<file path="config.mk">
export PLATFORM = sky130hd
export DESIGN_NAME = rx_adapt_modes_and_meters
export DESIGN_NICKNAME = d
export VERILOG_FILES = /design/src/rx_meter_pkg.sv /design/src/rx_adapt_modes_and_meters.sv
export SDC_FILE = /design/constraint.sdc
export NUM_CORES = 1
export LEC_CHECK = 0
export BUFFER_PORTS_ARGS = -buffer_cell sky130_fd_sc_hd__buf_4
export CAP_MARGIN = 20
export CELL_PAD_IN_SITES_DETAIL_PLACEMENT = 0
export CELL_PAD_IN_SITES_GLOBAL_PLACEMENT = 1
export CORE_MARGIN = 8
export CORE_UTILIZATION = 40
export DETAILED_ROUTE_END_ITERATION = 10
export GPL_TIMING_DRIVEN = 0
export PLACE_DENSITY_LB_ADDON = 0.1
export REMOVE_ABC_BUFFERS = 1
export SLEW_MARGIN = 0
export SYNTH_ARGS = -nofsm -noshare
export SYNTH_HDL_FRONTEND = slang
export SYNTH_SLANG_ARGS = --single-unit
</file>
<file path="constraint.sdc">
create_clock -name clk -period 3.7 [get_ports clk]
set_input_delay 0.37 -clock clk [delete_from_list [all_inputs] [get_ports clk]]
set_output_delay 0.37 -clock clk [all_outputs]
set_load 0.005 [all_outputs]
</file>
<file path="src/rx_meter_pkg.sv">
// Register map and field layout of the receive mode and meter registers
`default_nettype none
package rx_meter_pkg;
  localparam logic [7:0] ADDR_PEAK_PATH_DELAY      = 8'h3b;
  localparam logic [7:0] ADDR_GAIN_CONTROL_MODES   = 8'h3c;
  localparam logic [7:0] ADDR_EQUALIZER_MODES      = 8'h3d;
  localparam logic [7:0] ADDR_PREDICTOR_MODES      = 8'h3e;
  localparam logic [7:0] ADDR_PHASE_METER_LO       = 8'h40;
  localparam logic [7:0] ADDR_PHASE_METER_HI       = 8'h41;
  localparam logic [7:0] ADDR_ADC_CLIP_COUNT       = 8'h42;
  localparam logic [7:0] ADDR_OFFSET_METER_LO      = 8'h44;
  localparam logic [7:0] ADDR_OFFSET_METER_HI      = 8'h45;
  localparam logic [7:0] ADDR_MAGNITUDE_METER_LO   = 8'h46;
  localparam logic [7:0] ADDR_MAGNITUDE_METER_HI   = 8'h47;
  localparam logic [7:0] ADDR_REMOTE_LEVEL_METER_LO = 8'h48;
  localparam logic [7:0] ADDR_REMOTE_LEVEL_METER_HI = 8'h49;

  // Field positions in the mode registers
  localparam int GC_ADAPT_GAIN    = 0;
  localparam int GC_ADAPT_COEFF   = 1;
  localparam int GC_EQ_ERR_SOURCE = 2;
  localparam int EQ_ADAPT_GAIN    = 0;
  localparam int EQ_ADAPT_COEFF   = 1;
  localparam int EQ_ZERO_COEFF    = 2;
  localparam int EQ_LAST_COEFF    = 3;
  localparam int EP_ADAPT_GAIN    = 0;
  localparam int EP_ADAPT_COEFF   = 1;
  localparam int EP_ZERO_COEFF    = 2;
  localparam int EP_ZERO_OUTPUT   = 3;

  localparam int MODE_W    = 4;
  localparam int DELAY_W   = 4;
  localparam int PHASE_W   = 26;
  localparam int PHASE_LSB = 10;
  localparam int LEVEL_W   = 32;
  localparam int LEVEL_LSB = 16;
  localparam int CLIP_W    = 8;

  localparam logic [MODE_W-1:0]  MODE_RESET  = 4'h0;
  localparam logic [DELAY_W-1:0] DELAY_RESET = 4'h0;
  localparam logic [CLIP_W-1:0]  CLIP_MAX    = 8'hff;

  // Step shifts: x8 is three bits, x4 is two bits
  localparam logic [1:0] GC_STEP_FAST = 2'h3;
  localparam logic [1:0] EQ_STEP_FAST = 2'h2;
  localparam logic [1:0] EP_STEP_FAST = 2'h2;
  localparam logic [1:0] STEP_SLOW    = 2'h0;

  // Meter selectors for the two-byte read snapshot
  typedef enum logic [1:0] {
    MTR_PHASE  = 2'b00,
    MTR_OFFSET = 2'b01,
    MTR_MAG    = 2'b10,
    MTR_REMOTE = 2'b11
  } meter_e;
endpackage : rx_meter_pkg
`default_nettype wire
</file>
<file path="src/rx_adapt_modes_and_meters.sv">
// Receive adaptation mode registers and performance meters
`timescale 1ns/1ps
`default_nettype none
module rx_adapt_modes_and_meters #(
  parameter int SAMPLE_W = 16,
  parameter int PD_W     = 16,
  parameter int DEPTH    = 16
) (
  input  wire logic                clk,
  input  wire logic                nrst,
  input  wire logic [7:0]          addr,
  input  wire logic                wr_en,
  input  wire logic                rd_en,
  input  wire logic [7:0]          wr_data,
  output logic      [7:0]          rd_data,
  input  wire logic                sym_en,
  input  wire logic                meter_load,
  input  wire logic [SAMPLE_W-1:0] peak_in,
  output logic      [SAMPLE_W-1:0] peak_out,
  input  wire logic [SAMPLE_W-1:0] eq_err,
  input  wire logic [SAMPLE_W-1:0] gc_out,
  input  wire logic [SAMPLE_W-1:0] gc_target,
  output logic      [SAMPLE_W-1:0] gc_err,
  output logic                     gc_update_en,
  output logic      [1:0]          gc_step_shift,
  output logic                     eq_update_en,
  output logic                     eq_clear,
  output logic                     eq_last_only,
  output logic      [1:0]          eq_step_shift,
  input  wire logic [SAMPLE_W-1:0] ep_corr_in,
  output logic      [SAMPLE_W-1:0] ep_corr_out,
  output logic                     ep_update_en,
  output logic                     ep_clear,
  output logic      [1:0]          ep_step_shift,
  input  wire logic [PD_W-1:0]     phase_det,
  input  wire logic                adc_overflow,
  input  wire logic [SAMPLE_W-1:0] rx_sample,
  input  wire logic [SAMPLE_W-1:0] post_ec_sample
);
  localparam int PW = rx_meter_pkg::PHASE_W;
  localparam int LW = rx_meter_pkg::LEVEL_W;
  localparam int CW = rx_meter_pkg::CLIP_W;
  localparam int MW = rx_meter_pkg::MODE_W;
  localparam int DW = rx_meter_pkg::DELAY_W;

  typedef struct packed {
    logic [DW-1:0]                  delay;
    logic [MW-1:0]                  gc_mode;
    logic [MW-1:0]                  eq_mode;
    logic [MW-1:0]                  ep_mode;
    logic [DEPTH-1:0][SAMPLE_W-1:0] line;
    logic [SAMPLE_W-1:0]            peak_out;
    logic [SAMPLE_W-1:0]            gc_err;
    logic                           gc_update_en;
    logic [1:0]                     gc_step_shift;
    logic                           eq_update_en;
    logic                           eq_clear;
    logic                           eq_last_only;
    logic [1:0]                     eq_step_shift;
    logic [SAMPLE_W-1:0]            ep_corr_out;
    logic                           ep_update_en;
    logic                           ep_clear;
    logic [1:0]                     ep_step_shift;
    logic [PW-1:0]                  phase_acc;
    logic [PW-1:0]                  phase_mtr;
    logic [CW-1:0]                  clip_acc;
    logic [CW-1:0]                  clip_mtr;
    logic [LW-1:0]                  offset_acc;
    logic [LW-1:0]                  offset_mtr;
    logic [LW-1:0]                  mag_acc;
    logic [LW-1:0]                  mag_mtr;
    logic [LW-1:0]                  remote_acc;
    logic [LW-1:0]                  remote_mtr;
    logic [7:0]                     hi_snap;
    logic [7:0]                     rd_data;
  } state_s;

  state_s st;
  state_s next_st;

  function automatic logic [SAMPLE_W-1:0] magnitude(input logic [SAMPLE_W-1:0] v);
    magnitude = v[SAMPLE_W-1] ? SAMPLE_W'(-v) : v;
  endfunction : magnitude

  function automatic logic [LW-1:0] sext_level(input logic [SAMPLE_W-1:0] v);
    sext_level = LW'($signed(v));
  endfunction : sext_level

  function automatic logic [7:0] meter_hi(input state_s s, input rx_meter_pkg::meter_e m);
    case (m)
      rx_meter_pkg::MTR_PHASE:  meter_hi = s.phase_mtr[PW-1 -: 8];
      rx_meter_pkg::MTR_OFFSET: meter_hi = s.offset_mtr[LW-1 -: 8];
      rx_meter_pkg::MTR_MAG:    meter_hi = s.mag_mtr[LW-1 -: 8];
      default:                  meter_hi = s.remote_mtr[LW-1 -: 8];
    endcase
  endfunction : meter_hi

  logic [SAMPLE_W-1:0] self_err;
  logic [PW-1:0]       phase_add;
  logic [LW-1:0]       mag_add;
  logic [LW-1:0]       remote_add;

  always_comb begin
    next_st    = st;
    self_err   = SAMPLE_W'(magnitude(gc_out) - gc_target);
    phase_add  = PW'($signed(phase_det));
    mag_add    = LW'(magnitude(rx_sample));
    remote_add = LW'(magnitude(post_ec_sample));

    if (wr_en) begin
      case (addr)
        rx_meter_pkg::ADDR_PEAK_PATH_DELAY:    next_st.delay   = wr_data[DW-1:0];
        rx_meter_pkg::ADDR_GAIN_CONTROL_MODES: next_st.gc_mode = wr_data[MW-1:0];
        rx_meter_pkg::ADDR_EQUALIZER_MODES:    next_st.eq_mode = wr_data[MW-1:0];
        rx_meter_pkg::ADDR_PREDICTOR_MODES:    next_st.ep_mode = wr_data[MW-1:0];
        default: ;
      endcase
    end

    if (sym_en) begin
      next_st.line     = {st.line[DEPTH-2:0], peak_in};
      next_st.peak_out = (st.delay == '0) ? peak_in : st.line[st.delay - 1'b1];
    end

    next_st.gc_err = st.gc_mode[rx_meter_pkg::GC_EQ_ERR_SOURCE] ? eq_err : self_err;
    next_st.gc_update_en = st.gc_mode[rx_meter_pkg::GC_ADAPT_COEFF];
    next_st.gc_step_shift = st.gc_mode[rx_meter_pkg::GC_ADAPT_GAIN] ?
                            rx_meter_pkg::GC_STEP_FAST : rx_meter_pkg::STEP_SLOW;

    next_st.eq_update_en  = st.eq_mode[rx_meter_pkg::EQ_ADAPT_COEFF];
    next_st.eq_clear      = st.eq_mode[rx_meter_pkg::EQ_ADAPT_COEFF] &
                            st.eq_mode[rx_meter_pkg::EQ_ZERO_COEFF];
    next_st.eq_last_only  = st.eq_mode[rx_meter_pkg::EQ_ADAPT_COEFF] &
                            st.eq_mode[rx_meter_pkg::EQ_LAST_COEFF];
    next_st.eq_step_shift = st.eq_mode[rx_meter_pkg::EQ_ADAPT_GAIN] ?
                            rx_meter_pkg::EQ_STEP_FAST : rx_meter_pkg::STEP_SLOW;

    next_st.ep_corr_out = st.ep_mode[rx_meter_pkg::EP_ZERO_OUTPUT] ? '0 : ep_corr_in;
    next_st.ep_update_en = st.ep_mode[rx_meter_pkg::EP_ADAPT_COEFF];
    next_st.ep_clear = st.ep_mode[rx_meter_pkg::EP_ADAPT_COEFF] &
                       st.ep_mode[rx_meter_pkg::EP_ZERO_COEFF];
    next_st.ep_step_shift = st.ep_mode[rx_meter_pkg::EP_ADAPT_GAIN] ?
                            rx_meter_pkg::EP_STEP_FAST : rx_meter_pkg::STEP_SLOW;

    if (sym_en) begin
      next_st.phase_acc  = st.phase_acc + phase_add;
      next_st.offset_acc = st.offset_acc + sext_level(rx_sample);
      next_st.mag_acc    = st.mag_acc + mag_add;
      next_st.remote_acc = st.remote_acc + remote_add;
    end
    if (adc_overflow && st.clip_acc != rx_meter_pkg::CLIP_MAX) begin
      next_st.clip_acc = st.clip_acc + 1'b1;
    end

    // interval end loads meters and restarts sums
    if (meter_load) begin
      next_st.phase_mtr  = st.phase_acc;
      next_st.clip_mtr   = st.clip_acc;
      next_st.offset_mtr = st.offset_acc;
      next_st.mag_mtr    = st.mag_acc;
      next_st.remote_mtr = st.remote_acc;
      next_st.phase_acc  = sym_en ? phase_add : '0;
      next_st.offset_acc = sym_en ? sext_level(rx_sample) : '0;
      next_st.mag_acc    = sym_en ? mag_add : '0;
      next_st.remote_acc = sym_en ? remote_add : '0;
      next_st.clip_acc   = adc_overflow ? CW'(1) : '0;
    end

    // Read data; high bytes come from the snapshot so a load between halves is harmless
    if (rd_en) begin
      case (addr)
        rx_meter_pkg::ADDR_PEAK_PATH_DELAY:    next_st.rd_data = 8'(st.delay);
        rx_meter_pkg::ADDR_GAIN_CONTROL_MODES: next_st.rd_data = 8'(st.gc_mode);
        rx_meter_pkg::ADDR_EQUALIZER_MODES:    next_st.rd_data = 8'(st.eq_mode);
        rx_meter_pkg::ADDR_PREDICTOR_MODES:    next_st.rd_data = 8'(st.ep_mode);
        rx_meter_pkg::ADDR_ADC_CLIP_COUNT:     next_st.rd_data = st.clip_mtr;
        rx_meter_pkg::ADDR_PHASE_METER_LO: begin
          next_st.rd_data = st.phase_mtr[rx_meter_pkg::PHASE_LSB +: 8];
          next_st.hi_snap = meter_hi(st, rx_meter_pkg::MTR_PHASE);
        end
        rx_meter_pkg::ADDR_OFFSET_METER_LO: begin
          next_st.rd_data = st.offset_mtr[rx_meter_pkg::LEVEL_LSB +: 8];
          next_st.hi_snap = meter_hi(st, rx_meter_pkg::MTR_OFFSET);
        end
        rx_meter_pkg::ADDR_MAGNITUDE_METER_LO: begin
          next_st.rd_data = st.mag_mtr[rx_meter_pkg::LEVEL_LSB +: 8];
          next_st.hi_snap = meter_hi(st, rx_meter_pkg::MTR_MAG);
        end
        rx_meter_pkg::ADDR_REMOTE_LEVEL_METER_LO: begin
          next_st.rd_data = st.remote_mtr[rx_meter_pkg::LEVEL_LSB +: 8];
          next_st.hi_snap = meter_hi(st, rx_meter_pkg::MTR_REMOTE);
        end
        rx_meter_pkg::ADDR_PHASE_METER_HI,
        rx_meter_pkg::ADDR_OFFSET_METER_HI,
        rx_meter_pkg::ADDR_MAGNITUDE_METER_HI,
        rx_meter_pkg::ADDR_REMOTE_LEVEL_METER_HI: next_st.rd_data = st.hi_snap;
        default: next_st.rd_data = 8'h00;
      endcase
    end
  end

  always_ff @(posedge clk or negedge nrst) begin
    if (!nrst) begin
      st         <= '0;
      st.delay   <= rx_meter_pkg::DELAY_RESET;
      st.gc_mode <= rx_meter_pkg::MODE_RESET;
      st.eq_mode <= rx_meter_pkg::MODE_RESET;
      st.ep_mode <= rx_meter_pkg::MODE_RESET;
    end else begin
      st <= next_st;
    end
  end

  assign rd_data       = st.rd_data;
  assign peak_out      = st.peak_out;
  assign gc_err        = st.gc_err;
  assign gc_update_en  = st.gc_update_en;
  assign gc_step_shift = st.gc_step_shift;
  assign eq_update_en  = st.eq_update_en;
  assign eq_clear      = st.eq_clear;
  assign eq_last_only  = st.eq_last_only;
  assign eq_step_shift = st.eq_step_shift;
  assign ep_corr_out   = st.ep_corr_out;
  assign ep_update_en  = st.ep_update_en;
  assign ep_clear      = st.ep_clear;
  assign ep_step_shift = st.ep_step_shift;
endmodule : rx_adapt_modes_and_meters
`default_nettype wire

</file>
==> qor.txt, run 1 <==
Detailed router's first-iteration violation count -> 991
Min Tclk post-route -> 3.43 ns
Sequential element share of the synthesized area -> 0.454
FF-to-FF Start -> st[176]$_DFFE_PN0P_
Startpoint Class -> input pin
Status -> complete, no violations
DP HPWL -> 49,500 µm
Vias in the first global route -> 21,700
Leak -> 15.6 nW
RSZ-0062 raised after global routing -> false
Crit path DAT -> 3.89 ns
Rows -> 100
I/O Pins -> 219
Fmax -> 0.292 GHz
Hold Slack -> 0.0373 ns
R2R cell count -> 12
Max-slew violations -> 0
Worst endpoint required time -> 4.17 ns
Via density -> 5.38
WL per Instance -> 18.6 µm
Hold_sp -> phase_det[13]
Mapped Cells -> 2,635
Pin count of the biggest net entering global routing -> 142
Layout cell share with drive strength beyond 1 -> 0.279
Most frequent cells in the layout -> dfrtp_1 (546), mux2_2 (348), buf_4 (210), nand2_1 (166), a21oi_1 (133)
Period utilization -> 0.926
Initial antenna violation count -> 0
Final Hold Fails -> 0
Post-synth EDFFs -> 0
Switching Power -> 6.33 mW
Core Area -> 74,400 µm²
Most common cell after layout, fill and taps aside -> dfrtp_1
Syn avg cell area -> 11.4 µm²
Clock Latency Late Sink -> 0.62 ns
Slew margin rel. -> 0.356
Clock Root Buffer -> clkbuf_16
Clk network pwr share -> 0.321
Comb pwr share -> 0.270
Routed WL -> 71,500 µm
Endpoint, Worst Hold -> st[263]$_DFFE_PN0P_
Crit Path Max Fanout -> 4
Kind of critical path -> in2reg
Crit Reg-Reg Endpoint -> st[206]$_DFFE_PN0P_
CTS tree -> built
Clock skew -> 0.0435 ns
Initial Util -> 0.405
Die area -> 84,300 µm²
Setup violators final -> 0
Tot Pwr -> 20.9 mW
Reg2reg setup slack -> 0.35 ns
H-tree levels -> 3
Crit. End Element -> register
Pwr/cell area -> 589 nW/µm²
GP Congestion -> 0.807
Cell accounting for the most synthesized area -> dfrtp_1
Hold crit path type -> in2reg
Max Root-Sink Buffers -> 3
All-Layer GR Usage -> 0.168
Die Y -> 290 µm
Switching share of power -> 0.302
Fin util -> 0.477
Inserted Clock Buffers -> 66
GRT Residual Overflow -> 0
Area Overhead vs Synth -> 18.0%
Worst Max-Slew Pin Slew -> 0.967 ns
Number of port buffers -> 212
PnR worst setup slack -> 0.274 ns
Yosys cell types -> 89
Max IR drop VDD -> 0.356 mV
Post-route ant nets -> 0
Max-Cap Viols -> 0
Iteration count of the initial detailed-routing pass -> 5
Post-CTS setup repair buffer count -> 0
Top-area cell type share of the netlist area -> 0.454
Min-Delay Path Depth -> 3
Post-synth ARST share -> 1.00
# diodes -> 0
Yosys synthesis warning count -> 0
Dominant cells by area after synthesis -> dfrtp_1 (45%), mux2_2 (13%), mux4_2 (6.0%)
Final setup TNS -> 0 ns
Clock sinks -> 547
NumNets Final -> 3,090
Routed vias -> 20,700
Synthesized area -> 30,100 µm²
Clock slew at reported path FFs -> 0.06 ns
Ys flop type -> dfrtp_1
Post-route DRC -> 0
Dpl ws -> -0.634 ns
First-pass GRT wire length -> 118,000 µm
Internal power -> 14.6 mW
Sequential Power Share -> 0.409
Die X-Extent -> 290 µm
FF+latch count, synth -> 547
## cell type report
type | count | area, µm²
well taps | 969 | 1210
inverters | 64 | 240
fillers | 6809 | 38900
clock buffers | 95 | 1900
multi-input cells | 1837 | 15300
flip-flops and latches | 547 | 13700
clock inverters | 25 | 412
repair buffers | 305 | 2780
## power groups by stage
stage	clock (mW)	combinational, mW	sequential, mW
after floorplan	0	4.19	8.28
after global placement	0	5.51	8.55
after detailed placement	0	5.64	8.66
after CTS	6.96	5.73	8.56
after global routing	7.20	6.31	8.78
final	6.73	5.65	8.55
## cells in the mapped netlist, types with 26 or more instances
library cell and number:
a21o_1 44, a21oi_1 134, buf_4 62, clkbuf_1 87
dfrtp_1 547, ha_1 113, inv_1 63, mux2_2 348
mux2i_1 61, mux4_2 80, nand2_1 166, nand3_1 42
nor2_1 127, nor2b_1 39, nor3_1 37, o21ai_0 131
o21ai_1 26, xnor2_1 96, xor2_1 58
## registers in the layout, indices dropped and copies added (netlist names)
signal and flops:
eq_last_only 1, ep_update_en 1, gc_err 16, next_st 3
ep_step_shift 1, eq_step_shift 1, eq_clear 1, peak_out 16
eq_update_en 1, gc_step_shift 1, st 479, gc_update_en 1
ep_clear 1, rd_data 8, ep_corr_out 16
## worst max path at each step
stage,startpoint,end,slack [ns]
floorplan,st[604]$_DFFE_PN0P_,peak_out[0]$_DFFE_PN0P_,-1.94
global placement,st[604]$_DFFE_PN0P_,peak_out[15]$_DFFE_PN0P_,-5.22
detailed placement,rx_sample[1],st[132]$_DFFE_PN0P_,-0.63
CTS,rx_sample[1],st[141]$_DFFE_PN0P_,0.23
global route,rx_sample[1],st[132]$_DFFE_PN0P_,0.04
finish,rx_sample[1],st[131]$_DFFE_PN0P_,0.27
## logic make-up after synthesis
family | count (synthesis) | share of synthesized area
adders and majority gates | 118 | 0.0503
buffers and inverters | 252 | 0.0398
and+or+nand+nor | 540 | 0.0878
AOI/OAI and AO/OA | 534 | 0.113
xor gates and xnor gates | 154 | 0.0448
other | 1 | 0.000124
DFF | 547 | 0.454
muxes | 489 | 0.210
## per-layer routing
| metal | wire length (µm) | share of wire | global-route usage | vias to the layer above |
|---|---|---|---|---|
| li1 | - | - | - | 9967 |
| met3 | 2250 | 0.031 | 0.0300 | 117 |
| met1 | 31300 | 0.44 | 0.212 | 10300 |
| met2 | 35800 | 0.50 | 0.292 | 256 |
| met4 | 2190 | 0.031 | 0.0531 | 0 |
| met5 | 0 | 0 | 0 | - |
## through the flow
step | cell area (µm²) | instances
after detailed placement | 32500 | 3650
after global routing | 35500 | 3842
after global placement | 32000 | 3629
final | 35500 | 3842
after floorplan | 29200 | 2448
after CTS | 35500 | 3842
## critical path, cell delays in order
cell and delay [ns]:
buf_4 0.13, inv_1 0.13, ha_1 0.18, nand2b_1 0.07, or4_1 0.46, nand2_1 0.11
xnor2_1 0.20, ha_1 0.35, a2111o_1 0.40, o2111ai_1 0.24, a31oi_1 0.18, a311o_1 0.45
a21oi_4 0.28, nand3b_1 0.16, xor2_1 0.14, nor2_1 0.05
## timing repair
action	in CTS	in global routing
pin swaps	0	0
endpoints found under the setup margin	1	5
resized for setup	1	2
endpoints found under the hold margin	140	0
hold buffers	72	0
No activity file was read; power rests on OpenSTA's default activity.
==> run 2, diff against run 1 <==
--- a/config.mk
+++ b/config.mk
@@ -10,7 +10,7 @@
 export CELL_PAD_IN_SITES_DETAIL_PLACEMENT = 0
 export CELL_PAD_IN_SITES_GLOBAL_PLACEMENT = 1
 export CORE_MARGIN = 8
-export CORE_UTILIZATION = 40
+export CORE_UTILIZATION = 48
 export DETAILED_ROUTE_END_ITERATION = 10
 export GPL_TIMING_DRIVEN = 0
 export PLACE_DENSITY_LB_ADDON = 0.1
==> run 2 against run 1 <==
  * Setup slack improved by 0.032 ns
  * Register-to-register slack improved by 0.02 ns
  * Power fell by 1.3%
  * Sequential share of layout area rose by 0.24 points
  * Global-route usage rose by 2.3 points
  * Largest power group unchanged
  * Non-clock buffer count rose by 7
  * Clock skew rose by 0.022 ns
  * Fmax rose by 0.95%
  * First-iteration DRC count rose by 10%
==> qor.txt, run 2 (synthesis results as in run 1) <==
Status -> complete, no violations (unchanged)
GRT Residual Overflow -> 0 (unchanged)
Crit. End Element -> register (unchanged)
Most frequent CP cell -> ha_1 (unchanged)
Fmax -> 0.295 GHz (was 0.292 GHz)
Die area -> 71,000 µm² (was 84,300 µm²)
Area Overhead vs Synth -> 17.3% (was 18.0%)
I/O Pins -> 219 (unchanged)
Die Y -> 267 µm (was 290 µm)
Clock Root Buffer -> clkbuf_16 (unchanged)
Max reg flops -> 479 (unchanged)
GP Congestion -> 0.848 (was 0.807)
Critical-path top delay cell -> or4_1 (unchanged)
Crit Path Max Fanout -> 4 (unchanged)
Post-CTS setup repair buffer count -> 0 (unchanged)
Routed vias -> 20,700 (about the same)
First-pass GRT wire length -> 113,000 µm (was 118,000 µm)
Detailed router's first-iteration violation count -> 1,091 (was 991)
All-Layer GR Usage -> 0.191 (was 0.168)
Initial antenna violation count -> 1 (was 0)
Core Area -> 62,500 µm² (was 74,400 µm²)
Vias in the first global route -> 21,700 (about the same)
Crit path DAT -> 3.90 ns (was 3.89 ns)
Leak -> 15.6 nW (about the same)
Max-slew violations -> 0 (unchanged)
WL per Instance -> 18.2 µm (was 18.6 µm)
Dpl ws -> -0.518 ns (was -0.634 ns)
Kind of critical path -> in2reg (unchanged)
Clock sinks -> 547 (unchanged)
Max-Cap Viols -> 0 (unchanged)
Routed WL -> 67,900 µm (was 71,500 µm)
Fin util -> 0.565 (was 0.477)
Startpoint Class -> input pin (unchanged)
Initial Util -> 0.482 (was 0.405)
Tot Pwr -> 20.7 mW (was 20.9 mW)
Clock Latency Late Sink -> 0.66 ns (was 0.62 ns)
CTS tree -> built (unchanged)
Inserted Clock Buffers -> 61 (was 66)
Worst Max-Slew Pin Slew -> 0.996 ns (was 0.967 ns)
Period utilization -> 0.917 (was 0.926)
NumNets Final -> 3,092 (was 3,090)
CP Cell Sequence -> buf_4 -> inv_1 -> ha_1 -> nand2b_1 -> or4_1 -> nand2_1 -> xnor2_1 -> ha_1 -> a2111o_1 -> o2111ai_1 -> a31oi_1 -> a311o_1 -> a21oi_4 -> nand3b_1 -> xor2_1 -> nor2_1 (unchanged)
Hold crit path type -> in2reg (unchanged)
DP HPWL -> 46,900 µm (was 49,500 µm)
Iteration count of the initial detailed-routing pass -> 5 (unchanged)
Setup violators final -> 0 (unchanged)
Clock skew -> 0.0655 ns (was 0.0435 ns)
Max IR drop VDD -> 0.346 mV (was 0.356 mV)
CP peak stage delay -> 0.46 ns (about the same)
Final Hold Fails -> 0 (unchanged)
RSZ-0062 raised after global routing -> false (unchanged)
Clock slew at reported path FFs -> 0.06 ns (about the same)
Post-route DRC -> 0 (unchanged)
Most common cell after layout, fill and taps aside -> dfrtp_1 (unchanged)
Max Root-Sink Buffers -> 3 (unchanged)
Layout cell share with drive strength beyond 1 -> 0.277 (was 0.279)
Rows -> 92 (was 100)
Die X-Extent -> 267 µm (was 290 µm)
Min Tclk post-route -> 3.39 ns (was 3.43 ns)
Worst endpoint required time -> 4.20 ns (was 4.17 ns)
Number of port buffers -> 212 (unchanged)
PnR worst setup slack -> 0.306 ns (was 0.274 ns)
Top reg by flops -> st (unchanged)
Pin count of the biggest net entering global routing -> 142 (unchanged)
Most frequent cells in the layout -> dfrtp_1 (546), mux2_2 (348), buf_4 (210), nand2_1 (166), a21oi_1 (134) (was dfrtp_1 (546), mux2_2 (348), buf_4 (210), nand2_1 (166), a21oi_1 (133))
H-tree levels -> 2 (was 3)
Pwr/cell area -> 585 nW/µm² (was 589 nW/µm²)
Via density -> 5.55 (was 5.38)
Slew margin rel. -> 0.336 (was 0.356)
Post-route ant nets -> 0 (unchanged)
[run 2: changes by cell type in the layout (fill, tap and decap cells not counted), sizes merged]
cell / delta
bufinv: +4
diode: +2
inv: -2
clkinvlp: -2
buf: -2
clkbuf: -8
dlygate4sd3: +9
clkinv: +1
[run 2: layer usage]
layer | track usage | vias up | part of all wire
li1 | - | 9967 | -
met1 | 0.245 | 10300 | 0.44
met2 | 0.332 | 262 | 0.51
met3 | 0.0296 | 108 | 0.031
met4 | 0.0584 | 0 | 0.028
met5 | 0 | - | 0
[run 2: worst max-delay path, delay by kind of cell]
kind,cells,cell delay [ns]
AOI/OAI and AO/OA,5,1.54
and+or+nand+nor,5,0.84
adders and majority gates,2,0.52
xor gates and xnor gates,2,0.35
buffers and inverters,2,0.26
[run 2: final timing paths]
path                                          start                  endpoint  slack (ns)  cells past startpoint
setup / recovery                       rx_sample[1]       st[131]$_DFFE_PN0P_        0.31                     16
hold / removal                           wr_data[3]       st[607]$_DFFE_PN0P_        0.05                      2
min in group asynchronous                      nrst  peak_out[14]$_DFFE_PN0P_        0.33                      2
max in group asynchronous                      nrst       st[162]$_DFFE_PN0P_        1.77                      4
setup reg to reg                st[604]$_DFFE_PN0P_   peak_out[9]$_DFFE_PN0P_        0.37                      7
hold reg to reg            next_st[303]$_DFFE_PN0P_    gc_update_en$_DFF_PN0_        0.40                      0
[run 2: what timing repair did]
| action | in CTS | in global routing |
|---|---|---|
| endpoints found under the setup margin | 0 | 9 |
| endpoints found under the hold margin | 190 | 0 |
| hold buffers | 81 | 0 |
| gates resized for setup | 0 | 2 |
[run 2: layout make-up]
cell class / count / area (µm²)
fill: 5305 / 27200
multi-input combinational: 1837 / 15300
sequential: 547 / 13700
timing repair buffer: 312 / 2830
clock buffer: 87 / 1770
tap: 846 / 1060
clock inverter: 26 / 422
inverter: 64 / 240
antenna: 2 / 5.00
[run 2: power by group]
| group | internal [mW] | total, mW | switching, mW |
|---|---|---|---|
| Sequential | 7.50 | 8.56 | 1.06 |
| Combinational | 3.15 | 5.64 | 2.49 |
| Clock | 3.91 | 6.47 | 2.56 |
| Total | 14.6 | 20.7 | 6.10 |
[run 2: per-stage QoR]
step | std cells | TNS (ns) | instance area (µm²) | hold slack [ns]
floorplan | 2448 | -31.00 | 29200 | 0.0744
global placement | 3506 | -2483.76 | 31800 | 0.390
detailed placement | 3524 | -6.09 | 32300 | 0.394
CTS | 3718 | 0 | 35300 | 0.00118
global route | 3720 | 0 | 35300 | 0.0210
finish | 3721 | 0 | 35300 | 0.0459
